<file path="src/inc/crc16_pkg.sv">
// Constants, states and carriers shared by the checksum engine and its testbench.
// Assumes one system clock and an 8-bit special-function register bus.
package crc16_pkg;

  localparam logic [15:0] CRC_POLY       = 16'h1021;
  localparam logic [15:0] CRC_RESET      = 16'h0000;

  localparam logic [7:0]  ADDR_BIT_REV   = 8'h96;
  localparam logic [7:0]  ADDR_AUX_CTRL  = 8'hA2;
  localparam logic [7:0]  ADDR_DATA_PORT = 8'hB6;
  localparam logic [7:0]  ADDR_FL_MODE   = 8'hE5;
  localparam logic [7:0]  ADDR_FL_ADDR_H = 8'hE6;
  localparam logic [7:0]  ADDR_FL_ADDR_L = 8'hE7;
  localparam logic [7:0]  ADDR_APP_BOUND = 8'hE8;
  localparam logic [7:0]  ADDR_SEQ_CMD   = 8'hE9;

  localparam int          SEL_LSB        = 4;
  localparam logic [1:0]  SEL_SEED_LOW   = 2'h0;
  localparam logic [1:0]  SEL_SEED_HIGH  = 2'h1;
  localparam logic [1:0]  SEL_INPUT      = 2'h3;

  localparam logic [7:0]  MODE_AUTO_CRC  = 8'h80;
  localparam logic [7:0]  KEY_FIRST      = 8'h46;
  localparam logic [7:0]  KEY_SECOND     = 8'hB9;
  localparam logic [8:0]  END_LOW_ONES   = 9'h1FF;

  localparam logic [7:0]  BYTE_RESET     = 8'h00;
  localparam logic [1:0]  SEL_RESET      = 2'h0;
  localparam logic [6:0]  BOUND_RESET    = 7'h00;

  localparam int          FIFO_WIDTH     = 8;
  localparam int          FIFO_DEPTH     = 8;

  typedef enum logic [1:0] {
    AUTO_IDLE  = 2'b00,
    AUTO_FETCH = 2'b01,
    AUTO_WAIT  = 2'b11,
    AUTO_DRAIN = 2'b10
  } auto_state_e;

  typedef struct packed {
    logic [7:0] addr;
    logic       wr;
    logic       rd;
    logic [7:0] wdata;
  } sfr_req_s;

  typedef struct packed {
    logic        valid;
    logic [15:0] addr;
  } flash_req_s;

endpackage

</file>
<file path="src/core/byte_fifo.sv">
// Small synchronous FIFO with valid/ready on both sides.
// Assumes a single clock and a synchronous active-high reset.
`timescale 1ns/1ps
`default_nettype none
module byte_fifo #(
  parameter int WIDTH = 8,
  parameter int DEPTH = 8
) (
  input  wire logic             clk_sys,
  input  wire logic             reset,
  input  wire logic             inValid,
  output logic                  inReady,
  input  wire logic [WIDTH-1:0] inData,
  output logic                  outValid,
  input  wire logic             outReady,
  output logic      [WIDTH-1:0] outData
);
  localparam int AW = $clog2(DEPTH);

  logic [WIDTH-1:0] mem [DEPTH];
  logic [AW:0]      wrPtr_q;
  logic [AW:0]      rdPtr_q;
  wire              push;
  wire              pop;
  wire              full;
  wire              empty;

  assign full     = (wrPtr_q[AW] != rdPtr_q[AW]) && (wrPtr_q[AW-1:0] == rdPtr_q[AW-1:0]);
  assign empty    = (wrPtr_q == rdPtr_q);
  assign inReady  = !full;
  assign outValid = !empty;
  assign outData  = mem[rdPtr_q[AW-1:0]];
  assign push     = inValid && !full;
  assign pop      = outReady && !empty;

  always_ff @(posedge clk_sys) begin
    if (push) begin
      mem[wrPtr_q[AW-1:0]] <= inData;
    end
  end

  always_ff @(posedge clk_sys) begin
    if (reset) begin
      wrPtr_q <= '0;
      rdPtr_q <= '0;
    end else begin
      wrPtr_q <= wrPtr_q + (AW+1)'(push);
      rdPtr_q <= rdPtr_q + (AW+1)'(pop);
    end
  end
endmodule
`default_nettype wire

</file>
<file path="src/core/crc16_engine.sv">
// Checksum engine: shared data port, seed/result access, flash-fed stream,
// and the bit-order-reverse register, all on the special-function bus.
// Assumes the flash returns one byte per request with flashValid, in order.
//
// Notes on behaviour
// RULE1: Remainder is a 16-bit check with generator polynomial 0x1021.
// RULE2: Each written input byte is folded into the running remainder.
// RULE3: Port writes with selection 01/00 load seed high/low byte.
// RULE4: Port reads with selection 01/00 return result high/low byte.
// RULE5: Selection 11 write feeds data; 10 reserved both ways, 11 on read.
// RULE6: Selection lives in control bits 5:4; data port at own address.
// RULE7: Software loads both seed bytes, then writes data bytes.
// RULE8: A second path streams flash bytes into the checksum.
// RULE9: Software keeps selection at 11 throughout an auto run.
// RULE10: Software programs flash start address before triggering.
// RULE11: Region ends at boundary value over nine one bits.
// RULE12: Flash mode value 0x80 selects automatic flash read.
// RULE13: Key writes 0x46 then 0xB9 start the flash-fed run.
// RULE14: Software writes zeros into the reserved upper mode bits.
// RULE15: Bit-reverse register reads back the stored byte mirrored.
// RULE16: Non-reflected MSB-first update, finished in one clock.
// RULE17: Auto run stops after folding in the end-address byte.
`timescale 1ns/1ps
`default_nettype none
module crc16_engine (
  input  wire logic                  clk_sys,
  input  wire logic                  reset,
  input  wire crc16_pkg::sfr_req_s   sfrReq,
  output logic [7:0]                 sfrRdata,
  output crc16_pkg::flash_req_s      flashReq,
  input  wire logic [7:0]            flashData,
  input  wire logic                  flashValid,
  output logic                       autoBusy
);

  function automatic logic [15:0] crcByte(input logic [15:0] crc,
                                          input logic [7:0]  data);
    logic [15:0] c;
    c = crc ^ {data, 8'h00};
    for (int i = 0; i < 8; i++) begin
      c = c[15] ? ((c << 1) ^ crc16_pkg::CRC_POLY) : (c << 1); // RULE1
    end
    return c;
  endfunction

  function automatic logic [7:0] mirror(input logic [7:0] b);
    logic [7:0] r;
    r = 8'h00;
    for (int i = 0; i < 8; i++) begin
      r[7-i] = b[i];
    end
    return r;
  endfunction

  // Register state
  logic [15:0]                 crc_q;
  logic [15:0]                 crc_d;
  logic [1:0]                  sel_q;
  logic [7:0]                  bitRev_q;
  logic [7:0]                  flMode_q;
  logic [7:0]                  flAddrHigh_q;
  logic [7:0]                  flAddrLow_q;
  logic [6:0]                  appBound_q;
  logic                        keyArmed_q;
  logic [7:0]                  rdata_q;
  logic [7:0]                  rdata_d;

  // Auto-reload state
  crc16_pkg::auto_state_e      state_q;
  crc16_pkg::auto_state_e      state_d;
  logic [15:0]                 curAddr_q;
  logic [15:0]                 curAddr_d;
  logic [15:0]                 endAddr_q;
  logic [15:0]                 endAddr_d;
  crc16_pkg::flash_req_s       flashReq_q;
  crc16_pkg::flash_req_s       flashReq_d;
  logic                        busy_q;

  // FIFO hookup
  wire                         fifoInValid;
  wire                         fifoInReady;
  wire                         fifoOutValid;
  wire                         fifoOutReady;
  wire  [7:0]                  fifoOutData;

  // Address decode
  wire                         wrPort;
  wire                         wrAux;
  wire                         wrBitRev;
  wire                         wrMode;
  wire                         wrAddrHigh;
  wire                         wrAddrLow;
  wire                         wrBound;
  wire                         wrSeq;
  wire                         seedLowWr;
  wire                         seedHighWr;
  wire                         dataWr;
  wire                         cpuOwnsCrc;
  wire                         startAuto;
  wire                         atEnd;
  wire  [7:0]                  portRead;
  wire  [7:0]                  readMux;

  assign wrPort     = sfrReq.wr && (sfrReq.addr == crc16_pkg::ADDR_DATA_PORT); // RULE6
  assign wrAux      = sfrReq.wr && (sfrReq.addr == crc16_pkg::ADDR_AUX_CTRL);
  assign wrBitRev   = sfrReq.wr && (sfrReq.addr == crc16_pkg::ADDR_BIT_REV);
  assign wrMode     = sfrReq.wr && (sfrReq.addr == crc16_pkg::ADDR_FL_MODE);
  assign wrAddrHigh = sfrReq.wr && (sfrReq.addr == crc16_pkg::ADDR_FL_ADDR_H);
  assign wrAddrLow  = sfrReq.wr && (sfrReq.addr == crc16_pkg::ADDR_FL_ADDR_L);
  assign wrBound    = sfrReq.wr && (sfrReq.addr == crc16_pkg::ADDR_APP_BOUND);
  assign wrSeq      = sfrReq.wr && (sfrReq.addr == crc16_pkg::ADDR_SEQ_CMD);

  // Selection 10 matches nothing, so reserved writes are dropped
  assign seedLowWr  = wrPort && (sel_q == crc16_pkg::SEL_SEED_LOW);  // RULE3
  assign seedHighWr = wrPort && (sel_q == crc16_pkg::SEL_SEED_HIGH); // RULE3
  assign dataWr     = wrPort && (sel_q == crc16_pkg::SEL_INPUT);     // RULE5

  // CPU access to the remainder wins; the flash stream simply waits a cycle
  assign cpuOwnsCrc   = seedLowWr || seedHighWr || dataWr;
  assign fifoOutReady = !cpuOwnsCrc;

  // Key sequence, only honoured in auto mode and while idle
  assign startAuto = wrSeq && keyArmed_q
                  && (sfrReq.wdata == crc16_pkg::KEY_SECOND)
                  && (flMode_q == crc16_pkg::MODE_AUTO_CRC)
                  && (state_q == crc16_pkg::AUTO_IDLE); // RULE13 RULE12

  assign atEnd = (curAddr_q == endAddr_q); // RULE17

  // Flash bytes enter only while a fetch is outstanding
  assign fifoInValid = flashValid && (state_q == crc16_pkg::AUTO_WAIT); // RULE8

  assign portRead = (sel_q == crc16_pkg::SEL_SEED_LOW)  ? crc_q[7:0]  :
                    (sel_q == crc16_pkg::SEL_SEED_HIGH) ? crc_q[15:8] :
                    8'h00; // RULE4 RULE5

  assign readMux =
    (sfrReq.addr == crc16_pkg::ADDR_DATA_PORT) ? portRead :
    (sfrReq.addr == crc16_pkg::ADDR_AUX_CTRL)  ? {2'h0, sel_q, 4'h0} :
    (sfrReq.addr == crc16_pkg::ADDR_BIT_REV)   ? mirror(bitRev_q) : // RULE15
    (sfrReq.addr == crc16_pkg::ADDR_FL_MODE)   ? flMode_q :
    (sfrReq.addr == crc16_pkg::ADDR_FL_ADDR_H) ? flAddrHigh_q :
    (sfrReq.addr == crc16_pkg::ADDR_FL_ADDR_L) ? flAddrLow_q :
    (sfrReq.addr == crc16_pkg::ADDR_APP_BOUND) ? {1'h0, appBound_q} :
    8'h00;

  always_comb begin
    rdata_d = sfrReq.rd ? readMux : 8'h00;
  end

  // Remainder update, one byte per clock, non-reflected
  always_comb begin
    crc_d = crc_q;
    if (seedLowWr) begin
      crc_d = {crc_q[15:8], sfrReq.wdata}; // RULE3
    end else if (seedHighWr) begin
      crc_d = {sfrReq.wdata, crc_q[7:0]}; // RULE3
    end else if (dataWr) begin
      crc_d = crcByte(crc_q, sfrReq.wdata); // RULE2 RULE16
    end else if (fifoOutValid) begin
      crc_d = crcByte(crc_q, fifoOutData); // RULE8 RULE16
    end
  end

  // Auto-reload sequencer
  always_comb begin
    state_d          = state_q;
    curAddr_d        = curAddr_q;
    endAddr_d        = endAddr_q;
    flashReq_d.valid = 1'b0;
    flashReq_d.addr  = flashReq_q.addr;
    case (state_q)
      crc16_pkg::AUTO_IDLE: begin
        if (startAuto) begin
          curAddr_d = {flAddrHigh_q, flAddrLow_q};
          endAddr_d = {appBound_q, crc16_pkg::END_LOW_ONES}; // RULE11
          state_d   = crc16_pkg::AUTO_FETCH;
        end
      end
      crc16_pkg::AUTO_FETCH: begin
        // A full buffer holds back the next fetch
        if (fifoInReady) begin
          flashReq_d.valid = 1'b1;
          flashReq_d.addr  = curAddr_q;
          state_d          = crc16_pkg::AUTO_WAIT;
        end
      end
      crc16_pkg::AUTO_WAIT: begin
        if (flashValid) begin
          if (atEnd) begin
            state_d = crc16_pkg::AUTO_DRAIN; // RULE17
          end else begin
            curAddr_d = curAddr_q + 16'h0001;
            state_d   = crc16_pkg::AUTO_FETCH;
          end
        end
      end
      crc16_pkg::AUTO_DRAIN: begin
        // Done once the last buffered byte has been folded in
        if (!fifoOutValid) begin
          state_d = crc16_pkg::AUTO_IDLE; // RULE17
        end
      end
      default: begin
        state_d = crc16_pkg::AUTO_IDLE;
      end
    endcase
  end

  byte_fifo #(
    .WIDTH (crc16_pkg::FIFO_WIDTH),
    .DEPTH (crc16_pkg::FIFO_DEPTH)
  ) flash_buffer (
    .clk_sys  (clk_sys),
    .reset    (reset),
    .inValid  (fifoInValid),
    .inReady  (fifoInReady),
    .inData   (flashData),
    .outValid (fifoOutValid),
    .outReady (fifoOutReady),
    .outData  (fifoOutData)
  );

  always_ff @(posedge clk_sys) begin
    if (reset) begin
      crc_q <= crc16_pkg::CRC_RESET;
    end else begin
      crc_q <= crc_d;
    end
  end

  always_ff @(posedge clk_sys) begin
    if (reset) begin
      sel_q    <= crc16_pkg::SEL_RESET;
      bitRev_q <= crc16_pkg::BYTE_RESET;
    end else begin
      if (wrAux) begin
        sel_q <= sfrReq.wdata[crc16_pkg::SEL_LSB +: 2]; // RULE6
      end
      if (wrBitRev) begin
        bitRev_q <= sfrReq.wdata; // RULE15
      end
    end
  end

  // Mode bits are stored whole; software keeps the upper ones clear
  always_ff @(posedge clk_sys) begin
    if (reset) begin
      flMode_q <= crc16_pkg::BYTE_RESET;
    end else if (wrMode) begin
      flMode_q <= sfrReq.wdata; // RULE12
    end
  end

  always_ff @(posedge clk_sys) begin
    if (reset) begin
      flAddrHigh_q <= crc16_pkg::BYTE_RESET;
      flAddrLow_q  <= crc16_pkg::BYTE_RESET;
      appBound_q   <= crc16_pkg::BOUND_RESET;
    end else begin
      if (wrAddrHigh) begin
        flAddrHigh_q <= sfrReq.wdata;
      end
      if (wrAddrLow) begin
        flAddrLow_q <= sfrReq.wdata;
      end
      if (wrBound) begin
        appBound_q <= sfrReq.wdata[6:0]; // RULE11
      end
    end
  end

  // Any command write other than the first key disarms the sequence
  always_ff @(posedge clk_sys) begin
    if (reset) begin
      keyArmed_q <= 1'b0;
    end else if (wrSeq) begin
      keyArmed_q <= (sfrReq.wdata == crc16_pkg::KEY_FIRST); // RULE13
    end
  end

  always_ff @(posedge clk_sys) begin
    if (reset) begin
      state_q    <= crc16_pkg::AUTO_IDLE;
      curAddr_q  <= 16'h0000;
      endAddr_q  <= 16'h0000;
      flashReq_q <= '0;
      busy_q     <= 1'b0;
    end else begin
      state_q    <= state_d;
      curAddr_q  <= curAddr_d;
      endAddr_q  <= endAddr_d;
      flashReq_q <= flashReq_d;
      busy_q     <= (state_d != crc16_pkg::AUTO_IDLE);
    end
  end

  always_ff @(posedge clk_sys) begin
    if (reset) begin
      rdata_q <= crc16_pkg::BYTE_RESET;
    end else begin
      rdata_q <= rdata_d;
    end
  end

  assign sfrRdata = rdata_q;
  assign flashReq = flashReq_q;
  assign autoBusy = busy_q;

endmodule
`default_nettype wire

</file>
<file path="config.mk">
export PLATFORM = sky130hd
export DESIGN_NAME = crc16_engine
export DESIGN_NICKNAME = d
export VERILOG_FILES = /design/src/inc/crc16_pkg.sv /design/src/core/byte_fifo.sv /design/src/core/crc16_engine.sv
export SDC_FILE = /design/constraint.sdc
export NUM_CORES = 1
export LEC_CHECK = 0
export BUFFER_PORTS_ARGS = -buffer_cell sky130_fd_sc_hd__buf_2
export CAP_MARGIN = 10
export CORE_MARGIN = 2
export CORE_UTILIZATION = 40
export DETAILED_ROUTE_END_ITERATION = 10
export PLACE_DENSITY = 0.66
export SETUP_SLACK_MARGIN = 0.1
export SYNTH_ARGS = -nofsm -noshare
export SYNTH_HDL_FRONTEND = slang
export SYNTH_SLANG_ARGS = --single-unit
</file>
<file path="constraint.sdc">
create_clock -name clk_sys -period 5.5 [get_ports clk_sys]
set_clock_uncertainty 0.05 [all_clocks]
set_input_delay 1.1 -clock clk_sys [delete_from_list [all_inputs] [get_ports clk_sys]]
set_output_delay 1.1 -clock clk_sys [all_outputs]
set_load 0.02 [all_outputs]
</file>
Word level (Yosys, flattened, before mapping)

Memories as Yosys holds them, arrays and structs flattened. A register that Yosys moved wholly into a read port is not among the register bits.
Index checks and enable logic that the tools add are counted.

Flip-flop bits (word level): 126
Memory bits (writable): 64
Input port bits: 29
Output and inout port bits: 26
Word-level logic and storage cells: 148
Memories: 1

Add/subtract/negate cells: 3
Equal/unequal tests: 26
Mux-type cells: 43
Bitwise gates (word level): 22
Reduce and logical (&&, ||, !) cells: 35

Memories:

| name             | depth | width | rd ports | clocked after Yosys merged registers in | write ports | RTL line        | RTL |
|---|---|---|---|---|---|---|---|
| flash_buffer.mem | 8     | 8     | 1        | 1                                       | 1           | byte_fifo.sv:20 | `logic [WIDTH-1:0] mem [DEPTH];` |

Operators by type and width:

| cell                  | count |
|---|---|
| $mux 13               | 16 |
| $mux 16               | 6 |
| $eq 8x8->1 const B    | 10 |
| $mux 8                | 9 |
| $not 3->3             | 16 |
| $pmux 16 s2           | 1 |
| $xor 16x16->16        | 2 |
| $logic_and 1x1->1     | 19 |
| $mux 17               | 1 |
| $add 16x1->16 const B | 1 |
| $eq 16x16->1          | 1 |
| $mux 2                | 5 |
| $add 4x1->4           | 2 |
| $eq 8x7->1 const B    | 1 |
| $ne 2x2->1 const B    | 4 |
| $pmux 2 s4            | 1 |
| $reduce_and 2->1      | 4 |
| $mux 7                | 1 |
| $eq 2x2->1 const B    | 3 |
| $ne 3x3->1 const B    | 2 |
| $eq 2x1->1 const B    | 2 |
| $eq 4x4->1            | 1 |
| $logic_not 2->1       | 2 |
| $not 1->1             | 4 |
| other kinds (9)       | 15 |

Longest topological paths before layout

Gate-level depths: netlist of the first run.

Depth in word-level cells: 21
Mapped depth: 10

By module

Synthesis of the first run repeated with hierarchy kept, for this count alone.

Cell total of the unflattened synthesis: 855
Area total of the unflattened synthesis: 8788.4 µm²

Modules (own cells, without submodules):

| module       | times used | cells each | area an instance (µm²) | seq. area each (µm²) |
|---|---|---|---|---|
| crc16_engine | 1          | 712        | 5871.9                 | 2202.1 |
| byte_fifo    | 1          | 143        | 2916.5                 | 2082.0 |

Worst setup path after synthesis of the first run

OpenSTA, ideal clock, no wires.

Path kind: input port to flip-flop
From: in sfrReq[6] (netlist name)
To: reg curAddr_q[1]
Library setup time: 88 ps
Data arrival time: 3120 ps
Path slack: 2242 ps
Cell stages on the path: 10
Cells stage by stage: buf_2 > nand4b_1 > or3_1 > or4b_1 > buf_4 > a21boi_4 > a21oi_4 > buf_6 > nor2_2 > a311oi_2

Longest elaborated chain between the ends: 6

RTL lines:

| item                              | RTL line            | RTL |
|---|---|---|
| start: declaration                | crc16_engine.sv:28  | `input wire crc16_pkg::sfr_req_s sfrReq,` |
| $eq 8x8->1                        | crc16_engine.sv:124 | `&& (sfrReq.wdata == crc16_pkg::KEY_SECOND)` |
| $logic_and 1x1->1                 | crc16_engine.sv:124 |  |
| $logic_and 1x1->1                 | crc16_engine.sv:125 | `&& (flMode_q == crc16_pkg::MODE_AUTO_CRC)` |
| $logic_and 1x1->1                 | crc16_engine.sv:126 | `&& (state_q == crc16_pkg::AUTO_IDLE);` |
| $ne 2x2->1 (no source line)       | --                  |  |
| $reduce_and 4->1 (no source line) | --                  |  |
| end signal: assignment            | crc16_engine.sv:291 | `curAddr_q <= curAddr_d;` |
| end: declaration                  | crc16_engine.sv:71  | `logic [15:0] curAddr_q;` |

Every way passes these cells.
A chain may end at the register's enable or synchronous reset.

Worst setup path after layout of the first run

From: in sfrReq[11] (netlist name)
To: reg curAddr_q[14]

Longest elaborated chain between the ends: 8

RTL lines:

| item                              | RTL line            | RTL |
|---|---|---|
| $eq 8x8->1                        | crc16_engine.sv:111 | `assign wrSeq = sfrReq.wr && (sfrReq.addr == crc16_pkg::ADDR_SEQ_CMD);` |
| $logic_and 1x1->1                 | crc16_engine.sv:111 |  |
| $logic_and 1x1->1                 | crc16_engine.sv:123 | `assign startAuto = wrSeq && keyArmed_q` |
| $logic_and 1x1->1                 | crc16_engine.sv:124 |  |
| $logic_and 1x1->1                 | crc16_engine.sv:125 |  |
| $logic_and 1x1->1                 | crc16_engine.sv:126 |  |
| $ne 2x2->1 (no source line)       | --                  |  |
| $reduce_and 4->1 (no source line) | --                  |  |

Every way passes these cells.

==> results_dict.tcl, run 1 <==
set metrics [dict create \
    p_comb_share_pct 3.2 \
    die_area_um2 23200 \
    post-route-drc-count 0 \
    drt-wirelength-per-cell_um 19.2 \
    synthFlopType "dfxtp_1" \
    synth_edf_count 64 \
    antenna_found_initial 4 \
    muxShareOfSynthArea_pct 12.2 \
    cts_setup_buffers 0 \
    hpwlAfterDp_um 15400 \
    gr-total-overflow 0 \
    p_sw_share_pct 25.3 \
    final_util_pct 45.4 \
    vias 6714 \
    synth_top_family_by_area "simple AND/OR/NAND/NOR gates" \
    grt_setup_unrepaired "false" \
    crit_family "simple AND/OR/NAND/NOR gates" \
    cts.sinks 182 \
    ant_nets 0 \
    final_cells 1177 \
    fp.dieH_um 152 \
    grt_pass1_wl_um 36100 \
    setup_viol 0 \
    stdcell_area_um2 9850 \
    p_switching_w 0.000689 \
    power.density_nw_per_um2 277 \
    clkLatencyLatePin_ns 0.45 \
    synthCells 861 \
    p_seq_share_pct 51.0 \
    cts_tree "yes" \
    seq_area_um2 4280 \
    placementRows 54 \
    synth-seq-cells 182 \
    ios 55 \
    clk_pin_slew_ns 0.08 \
    grt_max_degree 74 \
    synthSimpleGateAreaFrac_pct 15.6 \
    nets 916 \
    p_int_w 0.00203 \
    ys_async_sr_fraction_pct 0 \
    setup.worst_path.end_class "register" \
    fill_cells 2025 \
    synth-compound-area-share_pct 13.4 \
    htree_levels 4 \
    finalHoldViolCount 0 \
    grt_pass1_vias 6464 \
    wl_um 22600 \
    cts_buffers 17 \
    fin_crit_ns 3.74 \
    yosys.area_share.xor_xnor_pct 5.73 \
    setup-tns-final_ns 0 \
    crit_path_cell_trace "buf_2 -> nor3b_4 -> nand4_1 -> or4b_1 -> a21boi_4 -> a21oi_4 -> nor2_1 -> a2111oi_2" \
    worstPathArrival_ns 4.04 \
    core_um2 21700 \
    slew_viol_final 0 \
    syn_area_per_cell_um2 10.2 \
    multi_input_area_um2 4200 \
    clkPwrFrac_pct 45.8 \
    via_per_inst 5.70 \
    yosysWarningCount 0 \
    hold_path.class "register to register" \
    yosysUniqueCellTypes 76 \
    cts.path.max_buffers 2 \
    initial_utilization_pct 40.5 \
    routabilityCongestion 0.911 \
    leakagePower_nw 3.48 \
    cts-root-buf "clkbuf_16" \
    dp.cells 1143 \
    outcome "finished clean" \
    first_iter_violations 483 \
    worst_path_max_delay_cell "or4b_1" \
    areaGrowthSynthToFinish_pct 12.0 \
    critical_path_class "primary input to register" \
    place_area_um2 9230 \
    tightestPinTransition_ns 0.954 \
    drt_first_pass_iters 6 \
    cts_resized 0 \
    cap_violations 0 \
    vdd_drop_max_mv 0.198 \
    clock.fmax_ghz 0.268 \
    relSlewSlack_pct 36.2 \
    crit_required_ns 5.80 \
    grt_usage_pct 19.8 \
    critical_path_buf_inv_count 1 \
    hold_slack_ns 0.411 \
    synthAdderAreaFrac_pct 0.711 \
    synth_area_um2 8790 \
    die_x_um 152 \
    crit_fanout 24 \
    crit_path_max_incr_delay_ns 0.80 \
    drive_above_1_share_pct 15.5 \
    yosysSeqAreaShare_pct 48.7 \
    cts_hold_repair.buffers 0 \
    cp-start-kind "primary input" \
    io_buffer_count 54 \
    syn_nets 895 \
    min_period_over_period_pct 68.0 \
]
==> worst register-to-register path, delay by kind of cell (launching register included) <==
kind | cells | cell delay (ns)
compound gates | 3 | 1.23
flops | 1 | 0.32
simple gates | 4 | 1.52
==> layer usage <==
metal,track usage [%],vias to the layer above,part of all wire [%]
li1,-,3188,-
met4,7.79,4,2.8
met2,30.4,264,45
met3,5.49,61,7.9
met5,0,-,0.093
met1,26.5,3197,44
==> layout make-up <==
| class | instances | area share [%] |
|---|---|---|
| clock buffer | 17 | 4.32 |
| clock inverter | 15 | 1.89 |
| sequential | 182 | 43.5 |
| multi-input combinational | 605 | 42.7 |
| tap | 280 | 3.56 |
| inverter | 12 | 0.457 |
| timing repair buffer | 64 | 3.53 |
| antenna | 2 | 0.0508 |
==> power by group through the flow <==
stage | Sequential [W] | Combinational (W) | Clock, W
floorplan | 0.00142 | 0.0000525 | 0
global placement | 0.00142 | 0.0000838 | 0
detailed placement | 0.00142 | 0.0000844 | 0
CTS | 0.00139 | 0.0000849 | 0.00127
global route | 0.00139 | 0.0000930 | 0.00133
finish | 0.00139 | 0.0000865 | 0.00125
==> final timing paths <==
check             cells past startpoint                startpoint  slack [ns]                          to
setup / recovery                      8                sfrReq[11]        1.76  curAddr_q[14]$_SDFFE_PP0P_
hold / removal                        2  bitRev_q[1]$_SDFFE_PP0P_        0.41    bitRev_q[1]$_SDFFE_PP0P_
setup reg to reg                      7  flMode_q[0]$_SDFFE_PP0P_        2.29  curAddr_q[14]$_SDFFE_PP0P_
hold reg to reg                       2  bitRev_q[1]$_SDFFE_PP0P_        0.41    bitRev_q[1]$_SDFFE_PP0P_
==> logic make-up after synthesis <==
group | Yosys count
flip-flops | 182
AO/OA/AOI/OAI | 169
AND/OR/NAND/NOR | 284
buffers and inverters | 74
adder cells (fa/ha/maj) | 5
XOR/XNOR | 56
multiplexers | 91
==> synth_stat cells (7+ instances only) <==
library cell | number | area [um^2]
nand3_1 | 30 | 150
nor3_1 | 10 | 50.1
buf_2 | 12 | 60.1
mux4_2 | 12 | 270
a22oi_1 | 8 | 60.1
nor2b_1 | 8 | 50.1
nor2_1 | 107 | 402
and3_1 | 9 | 56.3
xor2_1 | 23 | 201
mux2i_1 | 72 | 721
edfxtp_1 | 64 | 1920
mux2_2 | 7 | 78.8
inv_1 | 12 | 45.0
o22ai_1 | 8 | 50.1
nand2_1 | 65 | 244
a31oi_1 | 7 | 43.8
clkbuf_1 | 42 | 158
a221oi_1 | 7 | 61.3
nand4_1 | 8 | 50.1
o21ai_0 | 20 | 100
dfxtp_1 | 118 | 2360
xnor2_1 | 32 | 280
a21oi_1 | 61 | 305
==> state kept, by name, summed over array words and instances (netlist names), 7 cells and up <==
register and flops:
flashReq 17, flAddrLow_q 8, sfrRdata 8, bitRev_q 8, curAddr_q 16, endAddr_q 8, flAddrHigh_q 8, flMode_q 8
flash_buffer.mem 64, appBound_q 7, crc_q 16
==> per-stage QoR <==
stage	total power [W]	setup slack, ns
final	0.00272	1.76
after CTS	0.00274	1.79
after detailed placement	0.00151	1.34
after floorplan	0.00147	2.24
after global placement	0.00151	1.38
after global routing	0.00281	1.52
==> cells in the final DEF (no fill, tap or decap), drive strengths merged, types with 9 or more instances in the layout <==
cell type | Yosys | final
and3 | 9 | 9
dfxtp | 118 | 118
mux2i | 72 | 72
o21ai | 21 | 21
a21oi | 62 | 62
inv | 12 | 20
xnor2 | 32 | 32
nor2 | 108 | 108
nand2 | 65 | 65
buf | 20 | 64
clkbuf | 42 | 17
edfxtp | 64 | 64
nand3 | 30 | 30
mux4 | 12 | 12
xor2 | 23 | 23
nor3 | 11 | 11
(Power assumes the default switching activity.)
==> inputs of run 2 (changes only) <==
Clock period 5.5 ns to 3.5 ns, I/O delays scaled along.
==> results_dict.tcl, run 2 (same netlist as run 1, synthesis figures left out) <==
set metrics [dict create \
    fin_crit_ns 2.85 \
    min_period_over_period_pct 81.5 \
    cts.sinks 182 \
    setup-tns-final_ns 0 \
    p_comb_share_pct 3.4 \
    die_x_um 152 \
    cp-start-kind "register" \
    cap_violations 0 \
    leakagePower_nw 3.65 \
    first_iter_violations 652 \
    antenna_found_initial 3 \
    critical_path_class "register to register" \
    wl_um 23000 \
    areaGrowthSynthToFinish_pct 15.0 \
    vias 6877 \
    nets 945 \
    grt_max_degree 69 \
    initial_utilization_pct 40.5 \
    io_buffer_count 54 \
    gr-total-overflow 0 \
    ios 55 \
    place_area_um2 9460 \
    crit_fanout 10 \
    clkLatencyLatePin_ns 0.44 \
    clk_pin_slew_ns 0.07 \
    routabilityCongestion 0.968 \
    relSlewSlack_pct 25.6 \
    outcome "finished clean" \
    via_per_inst 5.71 \
    p_switching_w 0.00105 \
    power.density_nw_per_um2 434 \
    cts_tree "yes" \
    setup_viol 0 \
    hold_path.class "register to register" \
    ant_nets 0 \
    clock.fmax_ghz 0.351 \
    die_area_um2 23200 \
    hpwlAfterDp_um 16000 \
    p_sw_share_pct 24.0 \
    htree_levels 4 \
    grt_pass1_vias 6475 \
    cts_hold_repair.buffers 0 \
    worstPathArrival_ns 3.13 \
    stdcell_area_um2 10100 \
    vdd_drop_max_mv 0.310 \
    finalHoldViolCount 0 \
    drt-wirelength-per-cell_um 19.1 \
    final_common_cell "dfxtp_1" \
    drive_above_1_share_pct 18.2 \
    grt_pass1_wl_um 36600 \
    post-route-drc-count 0 \
    fp.dieH_um 152 \
    drt_first_pass_iters 6 \
    clkPwrFrac_pct 46.9 \
    grt_usage_pct 19.8 \
    tightestPinTransition_ns 1.11 \
    cts_buffers 17 \
    setup.worst_path.end_class "register" \
    grt_setup_unrepaired "false" \
    p_int_w 0.00334 \
    largest_reg_flops 64 \
    slew_viol_final 0 \
    hold_slack_ns 0.410 \
    core_um2 21700 \
    final_cell_mix "dfxtp_1 (118), nor2_1 (107), mux2i_1 (72)" \
    cts.path.max_buffers 2 \
    crit_required_ns 3.77 \
    cts_resized 0 \
    cts_setup_buffers 0 \
    cts-root-buf "clkbuf_16" \
    placementRows 54 \
    p_seq_share_pct 49.7 \
]
run 2: changes by cell type in the layout (fill, tap and decap cells not counted):
cell	change
inv_12	-1
bufinv_16	+2
diode_2	-1
buf_12	+1
clkinv_4	-1
buf_4	+28
run 2: power groups by stage:
stage                     logic [W]  registers, W  clock network (W)
after detailed placement   0.000143       0.00223                  0
after floorplan           0.0000825       0.00223                  0
after global placement     0.000142       0.00223                  0
final                      0.000147       0.00218            0.00206
after global routing       0.000158       0.00218            0.00218
after CTS                  0.000145       0.00218            0.00209
run 2: through the flow:
stage	worst slack [ns]	power [W]	utilization [%]	cells
6_report	0.649	0.00439	46.6	1205
5_1_grt	0.343	0.00452	46.6	1204
4_1_cts	0.623	0.00442	46.6	1204
3_5_place_dp	0.290	0.00238	43.6	1172
3_3_place_gp	0.362	0.00238	43.6	1172
2_1_floorplan	0.642	0.00232	-	861
run 2: area by class of cell:
class	instances	area, um^2
fill	1994	11600
sequential	182	4280
multi-input combinational	605	4200
timing repair buffer	93	578
clock buffer	17	425
tap	280	350
clock inverter	15	221
inverter	12	45.0
antenna	1	2.50
run 2: final timing paths:
check                                                        start                        to  slack [ns]  cells past startpoint
worst max-delay path            flash_buffer.rdPtr_q[1]$_SDFF_PP0_     crc_q[1]$_SDFFE_PP0P_        0.65                      7
worst min-delay path                      bitRev_q[6]$_SDFFE_PP0P_  bitRev_q[6]$_SDFFE_PP0P_        0.41                      2
worst max register to register  flash_buffer.rdPtr_q[1]$_SDFF_PP0_     crc_q[1]$_SDFFE_PP0P_        0.65                      7
worst min register to register            bitRev_q[6]$_SDFFE_PP0P_  bitRev_q[6]$_SDFFE_PP0P_        0.41                      2
run 2: worst max-delay path, stage by stage (launching register included):
cell and delay, ns:
dfxtp_1 0.62, buf_4 0.30, mux2i_1 0.10, mux4_2 0.48, xor2_1 0.39, xnor2_1 0.26, mux2i_1 0.17, a2111oi_0 0.37
run 2: layer usage:
layer  routed length [um]  global-route usage [%]  up-vias
li1                     -                       -     3243
met1                10100                    27.5     3291
met2                10500                    31.0      293
met3                 1920                    5.20       46
met4                  424                    5.12        4
met5                   23                       0        -
==> inputs of run 3 (changes only) <==
Settings changed: ABC_AREA set to 1.
Clock period 3.5 ns to 2.89 ns, I/O delays scaled along.
==> results_dict.tcl, run 3 <==
set metrics [dict create \
    min_period_over_period_pct 76.8 \
    grt_setup_unrepaired "false" \
    synth-seq-cells 182 \
    setup-tns-final_ns 0 \
    outcome "finished clean" \
    cap_violations 0 \
    die_x_um 155 \
    yosys-top-cells-area "dfxtp_1 (26%), edfxtp_1 (21%), nand2_1 (10%), o21ai_0 (6.5%), a21oi_1 (6.3%)" \
    crit_path_cell_trace "buf_4 -> nand2_1 -> nand3_1 -> nand3_1 -> nand2_1 -> nand2_1 -> nand2_1 -> inv_1 -> nand2_1 -> nand3_1 -> nand3_1 -> nand3_1 -> a21oi_1" \
    yosysTopAreaCell "dfxtp_1" \
    nets 1267 \
    yosysWarningCount 0 \
    grt_pass1_vias 7459 \
    slew_viol_final 0 \
    final_util_pct 45.8 \
    crit_required_ns 3.22 \
    placementRows 55 \
    p_seq_share_pct 44.7 \
    synth_area_um2 9060 \
    clkLatencyLatePin_ns 0.44 \
    grt_max_degree 35 \
    synth_most_common_cell "nand2_1" \
    crit_path_max_incr_delay_ns 0.40 \
    cts_hold_repair.buffers 0 \
    cts.path.max_buffers 2 \
    io_buffer_count 54 \
    synthCells 1181 \
    antenna_found_initial 0 \
    yosysUniqueCellTypes 48 \
    final_common_cell "nand2_1" \
    hold_start "flashData[2]" \
    fin_crit_ns 2.22 \
    r2r-start "flash_buffer.rdPtr_q[0]$_SDFF_PP0_" \
    ios 55 \
    setup_viol 0 \
    initial_utilization_pct 40.4 \
    synth_edf_count 64 \
    diodes 0 \
    synth.top_cell.area_share_pct 26.1 \
    first_iter_violations 663 \
    crit_fanout 34 \
    syn_nets 1215 \
    gr-total-overflow 0 \
    clkPwrFrac_pct 40.2 \
    die_area_um2 23900 \
    tightestPinTransition_ns 0.539 \
    post-route-drc-count 0 \
    relSlewSlack_pct 64.0 \
    critical_path_class "register to register" \
    cp-start-kind "register" \
    fp.dieH_um 155 \
    htree_levels 4 \
    routabilityCongestion 0.913 \
    cts.sinks 182 \
    via_per_inst 5.23 \
    wl_um 23800 \
    cts_setup_buffers 0 \
    final_cell_mix "nand2_1 (242), inv_1 (136), o21ai_0 (118), dfxtp_1 (118), nor2_1 (116)" \
    place_area_um2 9650 \
    p_sw_share_pct 29.7 \
    vias 8011 \
    drt_first_pass_iters 5 \
    syn_area_per_cell_um2 7.68 \
    largest_reg_flops 64 \
    stdcell_area_um2 10300 \
    ant_nets 0 \
    cts_tree "yes" \
    clk_pin_slew_ns 0.08 \
    cts_buffers 17 \
    p_int_w 0.00434 \
    grt_usage_pct 20.2 \
    finalHoldViolCount 0 \
    vdd_drop_max_mv 0.389 \
    drt-wirelength-per-cell_um 15.5 \
    leakagePower_nw 4.27 \
    synthFlopType "dfxtp_1" \
    cts-root-buf "clkbuf_16" \
    worst_path_max_delay_cell "dfxtp_1" \
    core_um2 22400 \
    drive_above_1_share_pct 12.1 \
    cts_resized 0 \
    p_switching_w 0.00183 \
    areaGrowthSynthToFinish_pct 13.3 \
    setup.worst_path.end_class "register" \
    clock.fmax_ghz 0.451 \
    grt_pass1_wl_um 38000 \
    yosysSeqAreaShare_pct 47.3 \
    hpwlAfterDp_um 16700 \
    worstPathArrival_ns 2.55 \
    netlist_top_cells_count "nand2_1 (242), inv_1 (137), dfxtp_1 (118), o21ai_0 (118), nor2_1 (116)" \
    hold_path.class "primary input to register" \
    ys_async_sr_fraction_pct 0 \
    power.density_nw_per_um2 601 \
    crit_path_start "flash_buffer.rdPtr_q[0]$_SDFF_PP0_" \
    p_comb_share_pct 15.1 \
]
==> run 3: worst paths after layout <==
check	endpoint	slack [ns]	depth (start not counted)
setup / recovery	crc_q[15]$_SDFFE_PP0P_	0.67	13
hold / removal	flash_buffer.mem[0][2]$_DFFE_PP_	0.35	1
setup reg to reg	crc_q[15]$_SDFFE_PP0P_	0.67	13
hold reg to reg	bitRev_q[1]$_SDFFE_PP0P_	0.41	2
==> run 3: kinds of logic after synthesis <==
kind of cell | Yosys count | share of synthesized area, %
compound gates | 276 | 16.5
xor+xnor | 29 | 2.80
fa+ha+maj | 5 | 0.690
buf+inv | 197 | 8.97
flops | 182 | 47.3
simple gates | 492 | 23.8
==> run 3: layout make-up <==
cell class,count,area (um^2)
multi-input cells,802,3970
fillers,2211,12200
clock inverters,15,199
flip-flops and latches,182,4280
inverters,147,552
clock buffers,17,425
well taps,285,357
repair buffers,83,488
==> run 3: through the flow <==
| stage | std cells | total power (W) | worst slack, ns | hold slack, ns |
|---|---|---|---|---|
| after floorplan | 1181 | 0.00349 | 0.707 | 0.380 |
| after global placement | 1499 | 0.00372 | 0.491 | 0.395 |
| after detailed placement | 1499 | 0.00374 | 0.436 | 0.401 |
| after CTS | 1531 | 0.00619 | 0.654 | 0.342 |
| after global routing | 1531 | 0.00643 | 0.444 | 0.352 |
| final | 1531 | 0.00617 | 0.671 | 0.352 |
==> run 3: critical path, delay by kind of cell, from the launching register on <==
kind / cells / cell delay [ns]
compound gates: 1 / 0.12
buf+inv: 2 / 0.46
flops: 1 / 0.40
simple gates: 10 / 1.11
==> run 3: power groups by stage <==
stage          clock, W  combinational, W  sequential (W)
5_1_grt         0.00262           0.00105         0.00276
2_1_floorplan         0          0.000704         0.00279
3_5_place_dp          0          0.000924         0.00281
6_report        0.00248          0.000932         0.00276
3_3_place_gp          0          0.000910         0.00281
4_1_cts         0.00251          0.000929         0.00275
==> run 3: per-layer routing <==
layer  global-route usage (%)  vias to the layer above  routed length [um]
li1                         -                     4013                   -
met1                     26.3                     3731               10700
met2                     33.8                      228               11300
met3                     3.75                       39                1370
met4                     6.61                        0                 476
met5                        0                        -                   0
